===== config.mk =====
export PLATFORM = sky130hd
export DESIGN_NAME = serial_link_test_pattern_gen
export DESIGN_NICKNAME = d
export VERILOG_FILES = /design/src/core/tpg_pkg.sv /design/src/core/prbs_gen.sv /design/src/core/serial_link_test_pattern_gen.sv
export SDC_FILE = /design/constraint.sdc
export NUM_CORES = 1
export LEC_CHECK = 0
export ABC_CLOCK_PERIOD_IN_PS = 3300
export BUFFER_PORTS_ARGS = -buffer_cell sky130_fd_sc_hd__buf_2
export CAP_MARGIN = 40
export CORE_MARGIN = 2
export CORE_UTILIZATION = 56
export DETAILED_ROUTE_END_ITERATION = 10
export GPL_ROUTABILITY_DRIVEN = 1
export PLACE_DENSITY = 0.75
export SLEW_MARGIN = 20
export SYNTH_ARGS = -nofsm -noshare
export SYNTH_HDL_FRONTEND = slang
export SYNTH_SLANG_ARGS = --single-unit

===== constraint.sdc =====
create_clock -name i_clk -period 3.3 [get_ports i_clk]
set_input_delay 0 -clock i_clk [delete_from_list [all_inputs] [get_ports i_clk]]
set_output_delay 0 -clock i_clk [all_outputs]
set_load 0.05 [all_outputs]

===== src/core/tpg_pkg.sv =====
/*
 * Constants and carrier types of the serial link test-pattern generator.
 * Assumes one 100 MHz clock and a byte-wide register port at the printed offsets.
 */
package tpg_pkg;

    // Register offsets
    localparam logic [11:0] ADDR_SOFT_RESET = 12'h000;
    localparam logic [11:0] ADDR_USER_FIRST = 12'h551;
    localparam logic [11:0] ADDR_USER_LAST  = 12'h558;
    localparam logic [11:0] ADDR_TRANSPORT  = 12'h571;
    localparam logic [11:0] ADDR_SYNC_CTRL  = 12'h572;
    localparam logic [11:0] ADDR_IFACE_TEST = 12'h573;
    localparam logic [11:0] ADDR_LINK_TEST  = 12'h574;

    // Reset values
    localparam logic [7:0] RESET_BYTE       = 8'h00;
    localparam logic [7:0] SYNC_CTRL_RESET  = 8'h00;
    localparam logic [7:0] SOFT_RESET_CMD   = 8'h81;

    // Field positions
    localparam int TRANSPORT_TEST_BIT = 5;
    localparam int SEL_MSB            = 3;
    localparam int SEL_LSB            = 0;
    localparam int INJ_MSB            = 5;
    localparam int INJ_LSB            = 4;
    localparam int LINK_SEL_MSB       = 2;
    localparam int LINK_SEL_LSB       = 0;

    // Pattern selector codes
    localparam logic [3:0] PAT_OFF      = 4'h0;
    localparam logic [3:0] PAT_CHECKER  = 4'h1;
    localparam logic [3:0] PAT_TOGGLE   = 4'h2;
    localparam logic [3:0] PAT_PRBS31   = 4'h3;
    localparam logic [3:0] PAT_PRBS23   = 4'h4;
    localparam logic [3:0] PAT_PRBS15   = 4'h5;
    localparam logic [3:0] PAT_PRBS9    = 4'h6;
    localparam logic [3:0] PAT_PRBS7    = 4'h7;
    localparam logic [3:0] PAT_RAMP     = 4'h8;
    localparam logic [3:0] PAT_USER_REP = 4'hE;
    localparam logic [3:0] PAT_USER_ONE = 4'hF;

    // Injection point codes
    localparam logic [1:0] INJ_SAMPLE   = 2'h0;
    localparam logic [1:0] INJ_SYMBOL   = 2'h1;
    localparam logic [1:0] INJ_OCTET    = 2'h2;

    // Fixed pattern words, left aligned in 16 bits
    localparam logic [15:0] CHECKER_WORD = 16'h5555;
    localparam logic [15:0] ONES_WORD    = 16'hFFFF;
    localparam logic [15:0] ZERO_WORD    = 16'h0000;

    // Ramp step per injection width, left aligned
    localparam logic [15:0] RAMP_STEP_SAMPLE = 16'h0001;
    localparam logic [15:0] RAMP_STEP_SYMBOL = 16'h0040;
    localparam logic [15:0] RAMP_STEP_OCTET  = 16'h0100;

    // Bits consumed per pattern word
    localparam logic [4:0] BITS_SAMPLE = 5'h10;
    localparam logic [4:0] BITS_SYMBOL = 5'h0A;
    localparam logic [4:0] BITS_OCTET  = 5'h08;

    // PRBS generators: order, second tap, seed
    localparam int NUM_PRBS = 5;
    localparam int PRBS_ORDER [NUM_PRBS] = '{31, 23, 15, 9, 7};
    localparam int PRBS_TAP   [NUM_PRBS] = '{28, 18, 14, 5, 6};
    localparam logic [30:0] PRBS_SEED [NUM_PRBS] =
        '{31'h0003AFFF, 31'h003AFF, 31'h03AF, 31'h092, 31'h07};

    localparam int NUM_USER_WORDS = 4;
    localparam logic [2:0] USER_DONE = 3'h4;

    typedef struct packed {
        logic        wr;
        logic        rd;
        logic [11:0] addr;
        logic [7:0]  wdata;
    } reg_req_t;

endpackage


===== src/core/prbs_gen.sv =====
/*
 * Fibonacci PRBS source that yields up to 16 bits per step, first bit at bit 15.
 * Assumes the caller holds i_bits at 16, 10 or 8 and steps at most once a cycle.
 */
module prbs_gen #(
    parameter int          ORDER = 7,
    parameter int          TAP   = 6,
    parameter logic [30:0] SEED  = 31'h07
) (
    input  wire logic        i_clk,
    input  wire logic        i_rstn,
    input  wire logic        i_load,
    input  wire logic        i_step,
    input  wire logic [4:0]  i_bits,
    output logic      [15:0] o_word
);

    logic [ORDER-1:0] state;
    logic [ORDER-1:0] next_state;

    always_comb
    begin
        logic [ORDER-1:0] walk;
        logic             fb;
        walk       = state;
        fb         = 1'b0;
        next_state = state;
        o_word     = 16'h0000;
        for (int i = 0; i < 16; i++)
        begin
            fb            = walk[ORDER-1] ^ walk[TAP-1];
            o_word[15-i]  = walk[ORDER-1];
            walk          = {walk[ORDER-2:0], fb};
            if (5'(i + 1) == i_bits)
                next_state = walk;
        end
    end

    always_ff @(posedge i_clk or negedge i_rstn)
    begin
        if (!i_rstn)
            state <= SEED[ORDER-1:0];
        else if (i_load)
            state <= SEED[ORDER-1:0];
        else if (i_step)
            state <= next_state;
    end

endmodule // prbs_gen


===== src/core/serial_link_test_pattern_gen.sv =====
/*
 * Transmit-path test-pattern generator with its byte-wide configuration registers.
 * Assumes all stream inputs and the register port are synchronous to i_clk and
 * that the sample stream carries one converter, two samples per frame.
 */
// Summary of operation
// Interface patterns set in 0x573, link layer patterns set in 0x574.
// Leaving test mode needs soft reset 0x81 to 0x00; command self-clears.
// Bit 5 of 0x571 enables transport sample test using raw samples.
// Low four bits of 0x573 select pattern; 0000 is off by default.
// Bits 5:4 of 0x573 pick the injection point.
// Code 00 injects 16-bit words at samples; both frame samples equal.
// Code 01 injects 10-bit words at physical symbols, one per symbol.
// Code 10 injects 8-bit words at scrambler input, one per octet.
// Checkerboard alternates 0101/1010; toggle alternates zeros and ones, width-sized.
// Codes 0011 and 0100 give 31-bit and 23-bit PRBS with given seeds.
// Codes 0101, 0110, 0111 give 15, 9, 7-bit PRBS with given seeds.
// Code 1000 ramps by one per word, wrapping at injection width.
// Code 1110 repeats the four user words continuously.
// Code 1111 sends the four user words once, then zeros.
// User words use bits 15:0, 15:6 or 15:9 by injection point.
// Low three bits of 0x574 select the link layer test pattern.
// Software disables sync request by writing 0xC0 to 0x572 during link tests.
// With no test selected, converter data passes through unchanged.
module serial_link_test_pattern_gen (
    input  wire logic              i_clk,
    input  wire logic              i_rstn,
    input  wire tpg_pkg::reg_req_t i_reg_req,
    output logic      [7:0]        o_reg_rdata,
    output logic                   o_reg_rvalid,
    input  wire logic [15:0]       i_sample_data,
    input  wire logic              i_sample_valid,
    output logic      [15:0]       o_sample_data,
    output logic                   o_sample_valid,
    input  wire logic [9:0]        i_symbol_data,
    input  wire logic              i_symbol_valid,
    output logic      [9:0]        o_symbol_data,
    output logic                   o_symbol_valid,
    input  wire logic [7:0]        i_octet_data,
    input  wire logic              i_octet_valid,
    output logic      [7:0]        o_octet_data,
    output logic                   o_octet_valid,
    output logic                   o_soft_reset,
    output logic                   o_transport_test_en,
    output logic      [2:0]        o_link_test_sel,
    output logic      [7:0]        o_link_sync_ctrl
);

    logic [7:0]  transport_sample_test_ctrl;
    logic [7:0]  link_sync_ctrl;
    logic [7:0]  interface_test_select;
    logic [7:0]  link_layer_test_select;
    logic [7:0]  user_byte [8];
    logic [7:0]  active_select;
    logic        soft_reset_cmd;
    logic        cfg_write;
    logic        gen_load;
    logic [3:0]  pat_sel;
    logic [1:0]  inj_point;
    logic        sample_phase;
    logic        advance;
    logic [4:0]  step_bits;
    logic [15:0] ramp_step;
    logic [15:0] ramp;
    logic        toggle_phase;
    logic [2:0]  user_index;
    logic [15:0] user_word;
    logic [15:0] pattern;
    logic [15:0] prbs_word [tpg_pkg::NUM_PRBS];

    function automatic logic addr_hit(input logic [11:0] addr, input logic [11:0] target);
        addr_hit = (addr == target);
    endfunction

    function automatic logic is_user_addr(input logic [11:0] addr);
        is_user_addr = (addr >= tpg_pkg::ADDR_USER_FIRST) && (addr <= tpg_pkg::ADDR_USER_LAST);
    endfunction

    assign cfg_write      = i_reg_req.wr;
    assign soft_reset_cmd = cfg_write && addr_hit(i_reg_req.addr, tpg_pkg::ADDR_SOFT_RESET)
                            && (i_reg_req.wdata == tpg_pkg::SOFT_RESET_CMD);

    // Soft reset is a one-cycle pulse, so the command reads back as cleared
    always_ff @(posedge i_clk or negedge i_rstn)
    begin
        if (!i_rstn)
            o_soft_reset <= 1'b0;
        else
            o_soft_reset <= soft_reset_cmd;
    end

    always_ff @(posedge i_clk or negedge i_rstn)
    begin
        if (!i_rstn)
        begin
            transport_sample_test_ctrl <= tpg_pkg::RESET_BYTE;
            link_sync_ctrl             <= tpg_pkg::SYNC_CTRL_RESET;
            interface_test_select      <= tpg_pkg::RESET_BYTE;
            link_layer_test_select     <= tpg_pkg::RESET_BYTE;
        end
        else if (soft_reset_cmd)
        begin
            transport_sample_test_ctrl <= tpg_pkg::RESET_BYTE;
            link_sync_ctrl             <= tpg_pkg::SYNC_CTRL_RESET;
            interface_test_select      <= tpg_pkg::RESET_BYTE;
            link_layer_test_select     <= tpg_pkg::RESET_BYTE;
        end
        else if (cfg_write)
        begin
            if (addr_hit(i_reg_req.addr, tpg_pkg::ADDR_TRANSPORT))
                transport_sample_test_ctrl <= i_reg_req.wdata;
            if (addr_hit(i_reg_req.addr, tpg_pkg::ADDR_SYNC_CTRL))
                link_sync_ctrl <= i_reg_req.wdata;
            if (addr_hit(i_reg_req.addr, tpg_pkg::ADDR_IFACE_TEST))
                interface_test_select <= i_reg_req.wdata;
            if (addr_hit(i_reg_req.addr, tpg_pkg::ADDR_LINK_TEST))
                link_layer_test_select <= i_reg_req.wdata;
        end
    end

    generate
        for (genvar u = 0; u < 8; u++)
        begin : g_user
            always_ff @(posedge i_clk or negedge i_rstn)
            begin
                if (!i_rstn)
                    user_byte[u] <= tpg_pkg::RESET_BYTE;
                else if (soft_reset_cmd)
                    user_byte[u] <= tpg_pkg::RESET_BYTE;
                else if (cfg_write && addr_hit(i_reg_req.addr, 12'(tpg_pkg::ADDR_USER_FIRST + 12'(u))))
                    user_byte[u] <= i_reg_req.wdata;
            end
        end
    endgenerate

    // A write of zero to the selector does not stop the patterns; the last
    // nonzero selection stays in force until the soft reset clears it.
    always_ff @(posedge i_clk or negedge i_rstn)
    begin
        if (!i_rstn)
            active_select <= tpg_pkg::RESET_BYTE;
        else if (soft_reset_cmd)
            active_select <= tpg_pkg::RESET_BYTE;
        else if (cfg_write && addr_hit(i_reg_req.addr, tpg_pkg::ADDR_IFACE_TEST)
                 && (i_reg_req.wdata[tpg_pkg::SEL_MSB:tpg_pkg::SEL_LSB] != tpg_pkg::PAT_OFF))
            active_select <= i_reg_req.wdata;
    end

    assign pat_sel   = active_select[tpg_pkg::SEL_MSB:tpg_pkg::SEL_LSB];
    assign inj_point = active_select[tpg_pkg::INJ_MSB:tpg_pkg::INJ_LSB];
    assign gen_load  = soft_reset_cmd
                       || (cfg_write && addr_hit(i_reg_req.addr, tpg_pkg::ADDR_IFACE_TEST));

    // Register read port: data one cycle after the strobe, unmapped reads give zero
    always_ff @(posedge i_clk or negedge i_rstn)
    begin
        if (!i_rstn)
        begin
            o_reg_rdata  <= tpg_pkg::RESET_BYTE;
            o_reg_rvalid <= 1'b0;
        end
        else
        begin
            o_reg_rvalid <= i_reg_req.rd;
            if (!i_reg_req.rd)
                o_reg_rdata <= tpg_pkg::RESET_BYTE;
            else if (addr_hit(i_reg_req.addr, tpg_pkg::ADDR_TRANSPORT))
                o_reg_rdata <= transport_sample_test_ctrl;
            else if (addr_hit(i_reg_req.addr, tpg_pkg::ADDR_SYNC_CTRL))
                o_reg_rdata <= link_sync_ctrl;
            else if (addr_hit(i_reg_req.addr, tpg_pkg::ADDR_IFACE_TEST))
                o_reg_rdata <= interface_test_select;
            else if (addr_hit(i_reg_req.addr, tpg_pkg::ADDR_LINK_TEST))
                o_reg_rdata <= link_layer_test_select;
            else if (is_user_addr(i_reg_req.addr))
                o_reg_rdata <= user_byte[3'(i_reg_req.addr - tpg_pkg::ADDR_USER_FIRST)];
            else
                o_reg_rdata <= tpg_pkg::RESET_BYTE;
        end
    end

    // Sample stream: two samples per frame, pattern advances on the second one
    always_ff @(posedge i_clk or negedge i_rstn)
    begin
        if (!i_rstn)
            sample_phase <= 1'b0;
        else if (gen_load)
            sample_phase <= 1'b0;
        else if (i_sample_valid)
            sample_phase <= ~sample_phase;
    end

    always_comb
    begin
        case (inj_point)
            tpg_pkg::INJ_SAMPLE:
            begin
                advance   = i_sample_valid && sample_phase;
                step_bits = tpg_pkg::BITS_SAMPLE;
                ramp_step = tpg_pkg::RAMP_STEP_SAMPLE;
            end
            tpg_pkg::INJ_SYMBOL:
            begin
                advance   = i_symbol_valid;
                step_bits = tpg_pkg::BITS_SYMBOL;
                ramp_step = tpg_pkg::RAMP_STEP_SYMBOL;
            end
            tpg_pkg::INJ_OCTET:
            begin
                advance   = i_octet_valid;
                step_bits = tpg_pkg::BITS_OCTET;
                ramp_step = tpg_pkg::RAMP_STEP_OCTET;
            end
            default:
            begin
                advance   = 1'b0;
                step_bits = tpg_pkg::BITS_SAMPLE;
                ramp_step = tpg_pkg::RAMP_STEP_SAMPLE;
            end
        endcase
    end

    generate
        for (genvar p = 0; p < tpg_pkg::NUM_PRBS; p++)
        begin : g_prbs
            prbs_gen #(
                .ORDER (tpg_pkg::PRBS_ORDER[p]),
                .TAP   (tpg_pkg::PRBS_TAP[p]),
                .SEED  (tpg_pkg::PRBS_SEED[p])
            ) u_prbs (
                .i_clk  (i_clk),
                .i_rstn (i_rstn),
                .i_load (gen_load),
                .i_step (advance),
                .i_bits (step_bits),
                .o_word (prbs_word[p])
            );
        end
    endgenerate

    // Words are kept left aligned so one ramp and one toggle serve every width
    always_ff @(posedge i_clk or negedge i_rstn)
    begin
        if (!i_rstn)
        begin
            ramp         <= tpg_pkg::ZERO_WORD;
            toggle_phase <= 1'b0;
        end
        else if (gen_load)
        begin
            ramp         <= tpg_pkg::ZERO_WORD;
            toggle_phase <= 1'b0;
        end
        else if (advance)
        begin
            ramp         <= ramp + ramp_step;
            toggle_phase <= ~toggle_phase;
        end
    end

    always_ff @(posedge i_clk or negedge i_rstn)
    begin
        if (!i_rstn)
            user_index <= 3'h0;
        else if (gen_load)
            user_index <= 3'h0;
        else if (advance)
        begin
            if (pat_sel == tpg_pkg::PAT_USER_ONE)
            begin
                if (user_index != tpg_pkg::USER_DONE)
                    user_index <= user_index + 3'h1;
            end
            else
                user_index <= {1'b0, 2'(user_index[1:0] + 2'h1)};
        end
    end

    always_comb
    begin
        if (user_index == tpg_pkg::USER_DONE)
            user_word = tpg_pkg::ZERO_WORD;
        else
            user_word = {user_byte[{user_index[1:0], 1'b0}], user_byte[{user_index[1:0], 1'b1}]};
    end

    always_comb
    begin
        case (pat_sel)
            tpg_pkg::PAT_CHECKER:  pattern = toggle_phase ? ~tpg_pkg::CHECKER_WORD : tpg_pkg::CHECKER_WORD;
            tpg_pkg::PAT_TOGGLE:   pattern = toggle_phase ? tpg_pkg::ONES_WORD : tpg_pkg::ZERO_WORD;
            tpg_pkg::PAT_PRBS31:   pattern = prbs_word[0];
            tpg_pkg::PAT_PRBS23:   pattern = prbs_word[1];
            tpg_pkg::PAT_PRBS15:   pattern = prbs_word[2];
            tpg_pkg::PAT_PRBS9:    pattern = prbs_word[3];
            tpg_pkg::PAT_PRBS7:    pattern = prbs_word[4];
            tpg_pkg::PAT_RAMP:     pattern = ramp;
            tpg_pkg::PAT_USER_REP: pattern = user_word;
            tpg_pkg::PAT_USER_ONE: pattern = user_word;
            default:               pattern = tpg_pkg::ZERO_WORD;
        endcase
    end

    // Output stage: one cycle of latency on every path, valid follows the input
    always_ff @(posedge i_clk or negedge i_rstn)
    begin
        if (!i_rstn)
        begin
            o_sample_data  <= tpg_pkg::ZERO_WORD;
            o_sample_valid <= 1'b0;
        end
        else
        begin
            o_sample_valid <= i_sample_valid;
            if (pat_sel != tpg_pkg::PAT_OFF && inj_point == tpg_pkg::INJ_SAMPLE)
                o_sample_data <= pattern;
            else
                o_sample_data <= i_sample_data;
        end
    end

    always_ff @(posedge i_clk or negedge i_rstn)
    begin
        if (!i_rstn)
        begin
            o_symbol_data  <= 10'h000;
            o_symbol_valid <= 1'b0;
        end
        else
        begin
            o_symbol_valid <= i_symbol_valid;
            if (pat_sel != tpg_pkg::PAT_OFF && inj_point == tpg_pkg::INJ_SYMBOL)
                o_symbol_data <= pattern[15:6];
            else
                o_symbol_data <= i_symbol_data;
        end
    end

    // The user word offers only seven bits here, placed low with a zero on top
    always_ff @(posedge i_clk or negedge i_rstn)
    begin
        if (!i_rstn)
        begin
            o_octet_data  <= 8'h00;
            o_octet_valid <= 1'b0;
        end
        else
        begin
            o_octet_valid <= i_octet_valid;
            if (pat_sel == tpg_pkg::PAT_OFF || inj_point != tpg_pkg::INJ_OCTET)
                o_octet_data <= i_octet_data;
            else if (pat_sel == tpg_pkg::PAT_USER_REP || pat_sel == tpg_pkg::PAT_USER_ONE)
                o_octet_data <= {1'b0, pattern[15:9]};
            else
                o_octet_data <= pattern[15:8];
        end
    end

    // Controls for the transport and link layers, which do the actual substitution
    always_ff @(posedge i_clk or negedge i_rstn)
    begin
        if (!i_rstn)
        begin
            o_transport_test_en <= 1'b0;
            o_link_test_sel     <= 3'h0;
            o_link_sync_ctrl    <= tpg_pkg::SYNC_CTRL_RESET;
        end
        else
        begin
            o_transport_test_en <= transport_sample_test_ctrl[tpg_pkg::TRANSPORT_TEST_BIT];
            o_link_test_sel     <= link_layer_test_select[tpg_pkg::LINK_SEL_MSB:tpg_pkg::LINK_SEL_LSB];
            o_link_sync_ctrl    <= link_sync_ctrl;
        end
    end

endmodule // serial_link_test_pattern_gen


==> summary.md <==
| Metric | Value |
|---|---|
| Cell variety after synth | 78 |
| Pin count of the biggest net entering global routing | 79 |
| Slowest stage cell on the critical path | sky130_fd_sc_hd__dfrtp_1 |
| Final-report max-slew violation count | 0 |
| Standby leakage power | 7.97 nW |
| Reg2Reg Launch Point | active_select[4] |
| Number of vias after detailed routing | 15.0k |
| Required time reported for the critical path endpoint | 3770 ps |
| Share of the synthesized area in the top cell type | 0.342 |
| Slew at the pin closest to its max-slew limit | 932 ps |
| Arrival time at the worst endpoint | 3240 ps |
| Maximum vdd drop | 0.000472 V |
| Post-synth EDFFs | 0 |
| Post-synthesis cell area | 16500 um^2 |
| Worst Skew | 8.70 ps |
| All-layer global routing usage | 0.343 |
| Antenna violations before repair | 1 |
| R2r setup slk | 540 ps |
| Clock period minus final worst setup slack | 2760 ps |
| Startpoint of the most critical setup path | active_select[4] |
| Element type at the critical path start | flip-flop |
| Die extent in y | 175 um |
| Aggregate global routing overflow | 0 |
| TritonCTS clock tree | done |
| Maximum level of the CTS H-tree | 1 |
| Post-CTS setup buffers | 0 |
| Worst hold-check path type | in2async |
| Detailed-route wire length | 52.7 mm |
| Area growth from synthesis to final layout | 14.7% |
| Outcome | completed |
| Hold Worst Slack | 30.8 ps |
| Total of hold buffers inserted after clock tree synthesis | 47 |
| Placement row count | 62 |
| Period utilisation layout | 0.837 |
| Final nets | 1948 |
| Area after DPL | 17400 um^2 |
| Cell area after layout | 18900 um^2 |
| CTS resizes | 0 |
| Vias per Instance | 6.57 |
| Number of clock buffers inserted by TritonCTS | 29 |
| Largest incremental delay on the critical path | 470 ps |
| Ratio of cells with drive above 1 in the final layout | 0.186 |
| Final sum of negative setup slack | 0 ps |
| Port Buf Inserts | 119 |
| Synthesized flop and latch total | 267 |
| Most common cell in the netlist | sky130_fd_sc_hd__nand2_1 |
| Vias in the first global route | 14.8k |
| Max capacitance violation total | 0 |
| YS warnings | 0 |
| Area leader, netlist | sky130_fd_sc_hd__dfrtp_1 |
| Worst-skew pair later-pin latency | 560 ps |
| Final hold vios | 0 |
| Io pins | 120 |
| Worst R2R Path Depth | 10 |
| Maximum fanout encountered on the critical timing path | 6 |
| Die area | 30800 um^2 |
| Avg Inst Size Synth | 9.18 um^2 |
| TritonCTS Sinks | 267 |
| First-pass detailed-route iteration total | 6 |
| Initial core utilization | 0.570 |
| Type of the worst setup path | reg2reg |
| Sequential cell area fraction in the yosys report | 0.409 |
| Critical path cell sequence | inv_1 > ha_4 > inv_1 > ha_1 > ha_1 > and3_1 > a41o_1 > a31oi_1 > o21ai_0 > a21oi_1 |
| Number of nets still failing antenna checks after routing | 0 |
| Clock Tree Root | sky130_fd_sc_hd__clkbuf_16 |
| Top FF cell, synth | sky130_fd_sc_hd__dfrtp_1 |
| Async set-reset flop share out of synthesis | 1.00 |
| Chip Width | 175 um |
| Leading cell types by count after synthesis | sky130_fd_sc_hd__nand2_1 (333), sky130_fd_sc_hd__dfrtp_1 (225), sky130_fd_sc_hd__clkbuf_1 (126) |
| Power per unit of standard cell area | 692 nW/um^2 |
| Clock transition at the register clock pins on the worst setup and hold paths after CTS | 60 ps |
| Critical Path Sink Type | flip-flop |
| Iteration-0 DRC Markers | 2106 |
| Detail Placement HPWL | 35.2 mm |
| Clk buf depth | 3 |
| Global placer's final weighted congestion | 0.993 |
| Leading post-synthesis cells by cell area | sky130_fd_sc_hd__dfrtp_1 (34%), sky130_fd_sc_hd__nand2_1 (7.6%), sky130_fd_sc_hd__dfstp_2 (6.7%), sky130_fd_sc_hd__mux2i_1 (4.7%), sky130_fd_sc_hd__mux4_2 (4.4%) |
| Unrepaired setup endpoints after global routing | false |
| Number of nets produced by synthesis | 1871 |
| Number of failing setup endpoints in the final timing report | 0 |
| Number of cells produced by synthesis | 1793 |
| First-pass GRT wire length | 83.6 mm |
| Placeable core region | 28900 um^2 |
| Final core occ | 0.654 |
| Final routed wire length divided by cell count | 23.2 um |
| Max transition margin | 0.377 |
| DRC violations left | 0 |
| Max Fclk | 362 MHz |
==> stage by stage <==
| step | instances | worst slack (ps) | power [mW] |
|---|---|---|---|
| 2_1_floorplan | 1793 | 532 | 8.07 |
| 3_3_place_gp | 2172 | 564 | 9.34 |
| 3_5_place_dp | 2176 | 598 | 9.48 |
| 4_1_cts | 2273 | 553 | 13.0 |
| 5_1_grt | 2273 | 377 | 13.7 |
| 6_report | 2275 | 537 | 13.1 |
==> worst max-delay path: cells and delay by family (launching register included) <==
family	cells	cell delay, ps
flip-flops	1	470
AND/OR/NAND/NOR	1	220
AO/OA/AOI/OAI	4	1040
adder cells (fa/ha/maj)	3	710
buffers and inverters	2	250
==> kinds of logic (layout without fill, tap and decap cells) <==
kind of cell | Yosys count | count (layout) | synth area share
other cells | 0 | 2 | 0
xor+xnor | 95 | 95 | 0.0506
flops | 267 | 267 | 0.409
simple gates | 647 | 647 | 0.184
compound gates | 429 | 429 | 0.179
fa+ha+maj | 17 | 17 | 0.0129
buf+inv | 186 | 282 | 0.0449
mux | 152 | 152 | 0.120
==> layout make-up <==
| type | instances | area (um^2) |
|---|---|---|
| fill | 2311 | 9980 |
| multi-input combinational | 1340 | 9050 |
| sequential | 267 | 6730 |
| timing repair buffer | 215 | 1550 |
| clock buffer | 41 | 821 |
| tap | 384 | 480 |
| clock inverter | 9 | 176 |
| inverter | 17 | 63.8 |
| antenna | 2 | 5.00 |
==> sequential cells by signal (all words and copies together), names as in the netlist, 3 cells and up <==
register and flops:
link_layer_test_select 8, active_select 6, o_link_test_sel 3, o_link_sync_ctrl 8, link_sync_ctrl 8, user_index 3, transport_sample_test_ctrl 8, user_byte 64
o_reg_rdata 8, g_prbs.u_prbs.state 85, o_sample_data 16, interface_test_select 8, o_symbol_data 10, o_octet_data 8, ramp 16
==> cell usage in the layout, fill, tap and decap left out, types with 67 or more instances in the layout <==
cell,count
sky130_fd_sc_hd__nand2_1,333
sky130_fd_sc_hd__dfrtp_1,225
sky130_fd_sc_hd__buf_2,118
sky130_fd_sc_hd__o211ai_1,87
sky130_fd_sc_hd__nand3_1,84
sky130_fd_sc_hd__a21oi_1,80
sky130_fd_sc_hd__o21ai_0,79
sky130_fd_sc_hd__mux2i_1,78
sky130_fd_sc_hd__nor2_1,77
sky130_fd_sc_hd__xor2_1,67
==> metal layers <==
layer,global-route usage,up-vias,routed length [um]
met4,0.149,0,2270
li1,-,6607,-
met3,0.0641,163,5010
met1,0.461,7334,20800
met5,0,-,0
met2,0.547,854,24700
==> power by group <==
group | internal (mW) | switching [mW] | leakage (nW) | total [mW]
combinational | 1.81 | 2.30 | 4.08 | 4.10
sequential | 4.08 | 1.43 | 3.40 | 5.51
clock | 2.11 | 1.34 | 0.485 | 3.45
==> final timing paths <==
kind | to
worst max-delay path | ramp[10]
worst min-delay path | g_prbs[0].u_prbs.state[14]
worst max register to register | ramp[10]
worst min register to register | o_link_sync_ctrl[0]
max in group asynchronous | user_byte[8]
min in group i_clk | interface_test_select[5]
Note: power is estimated with default switching activity, not from simulation.
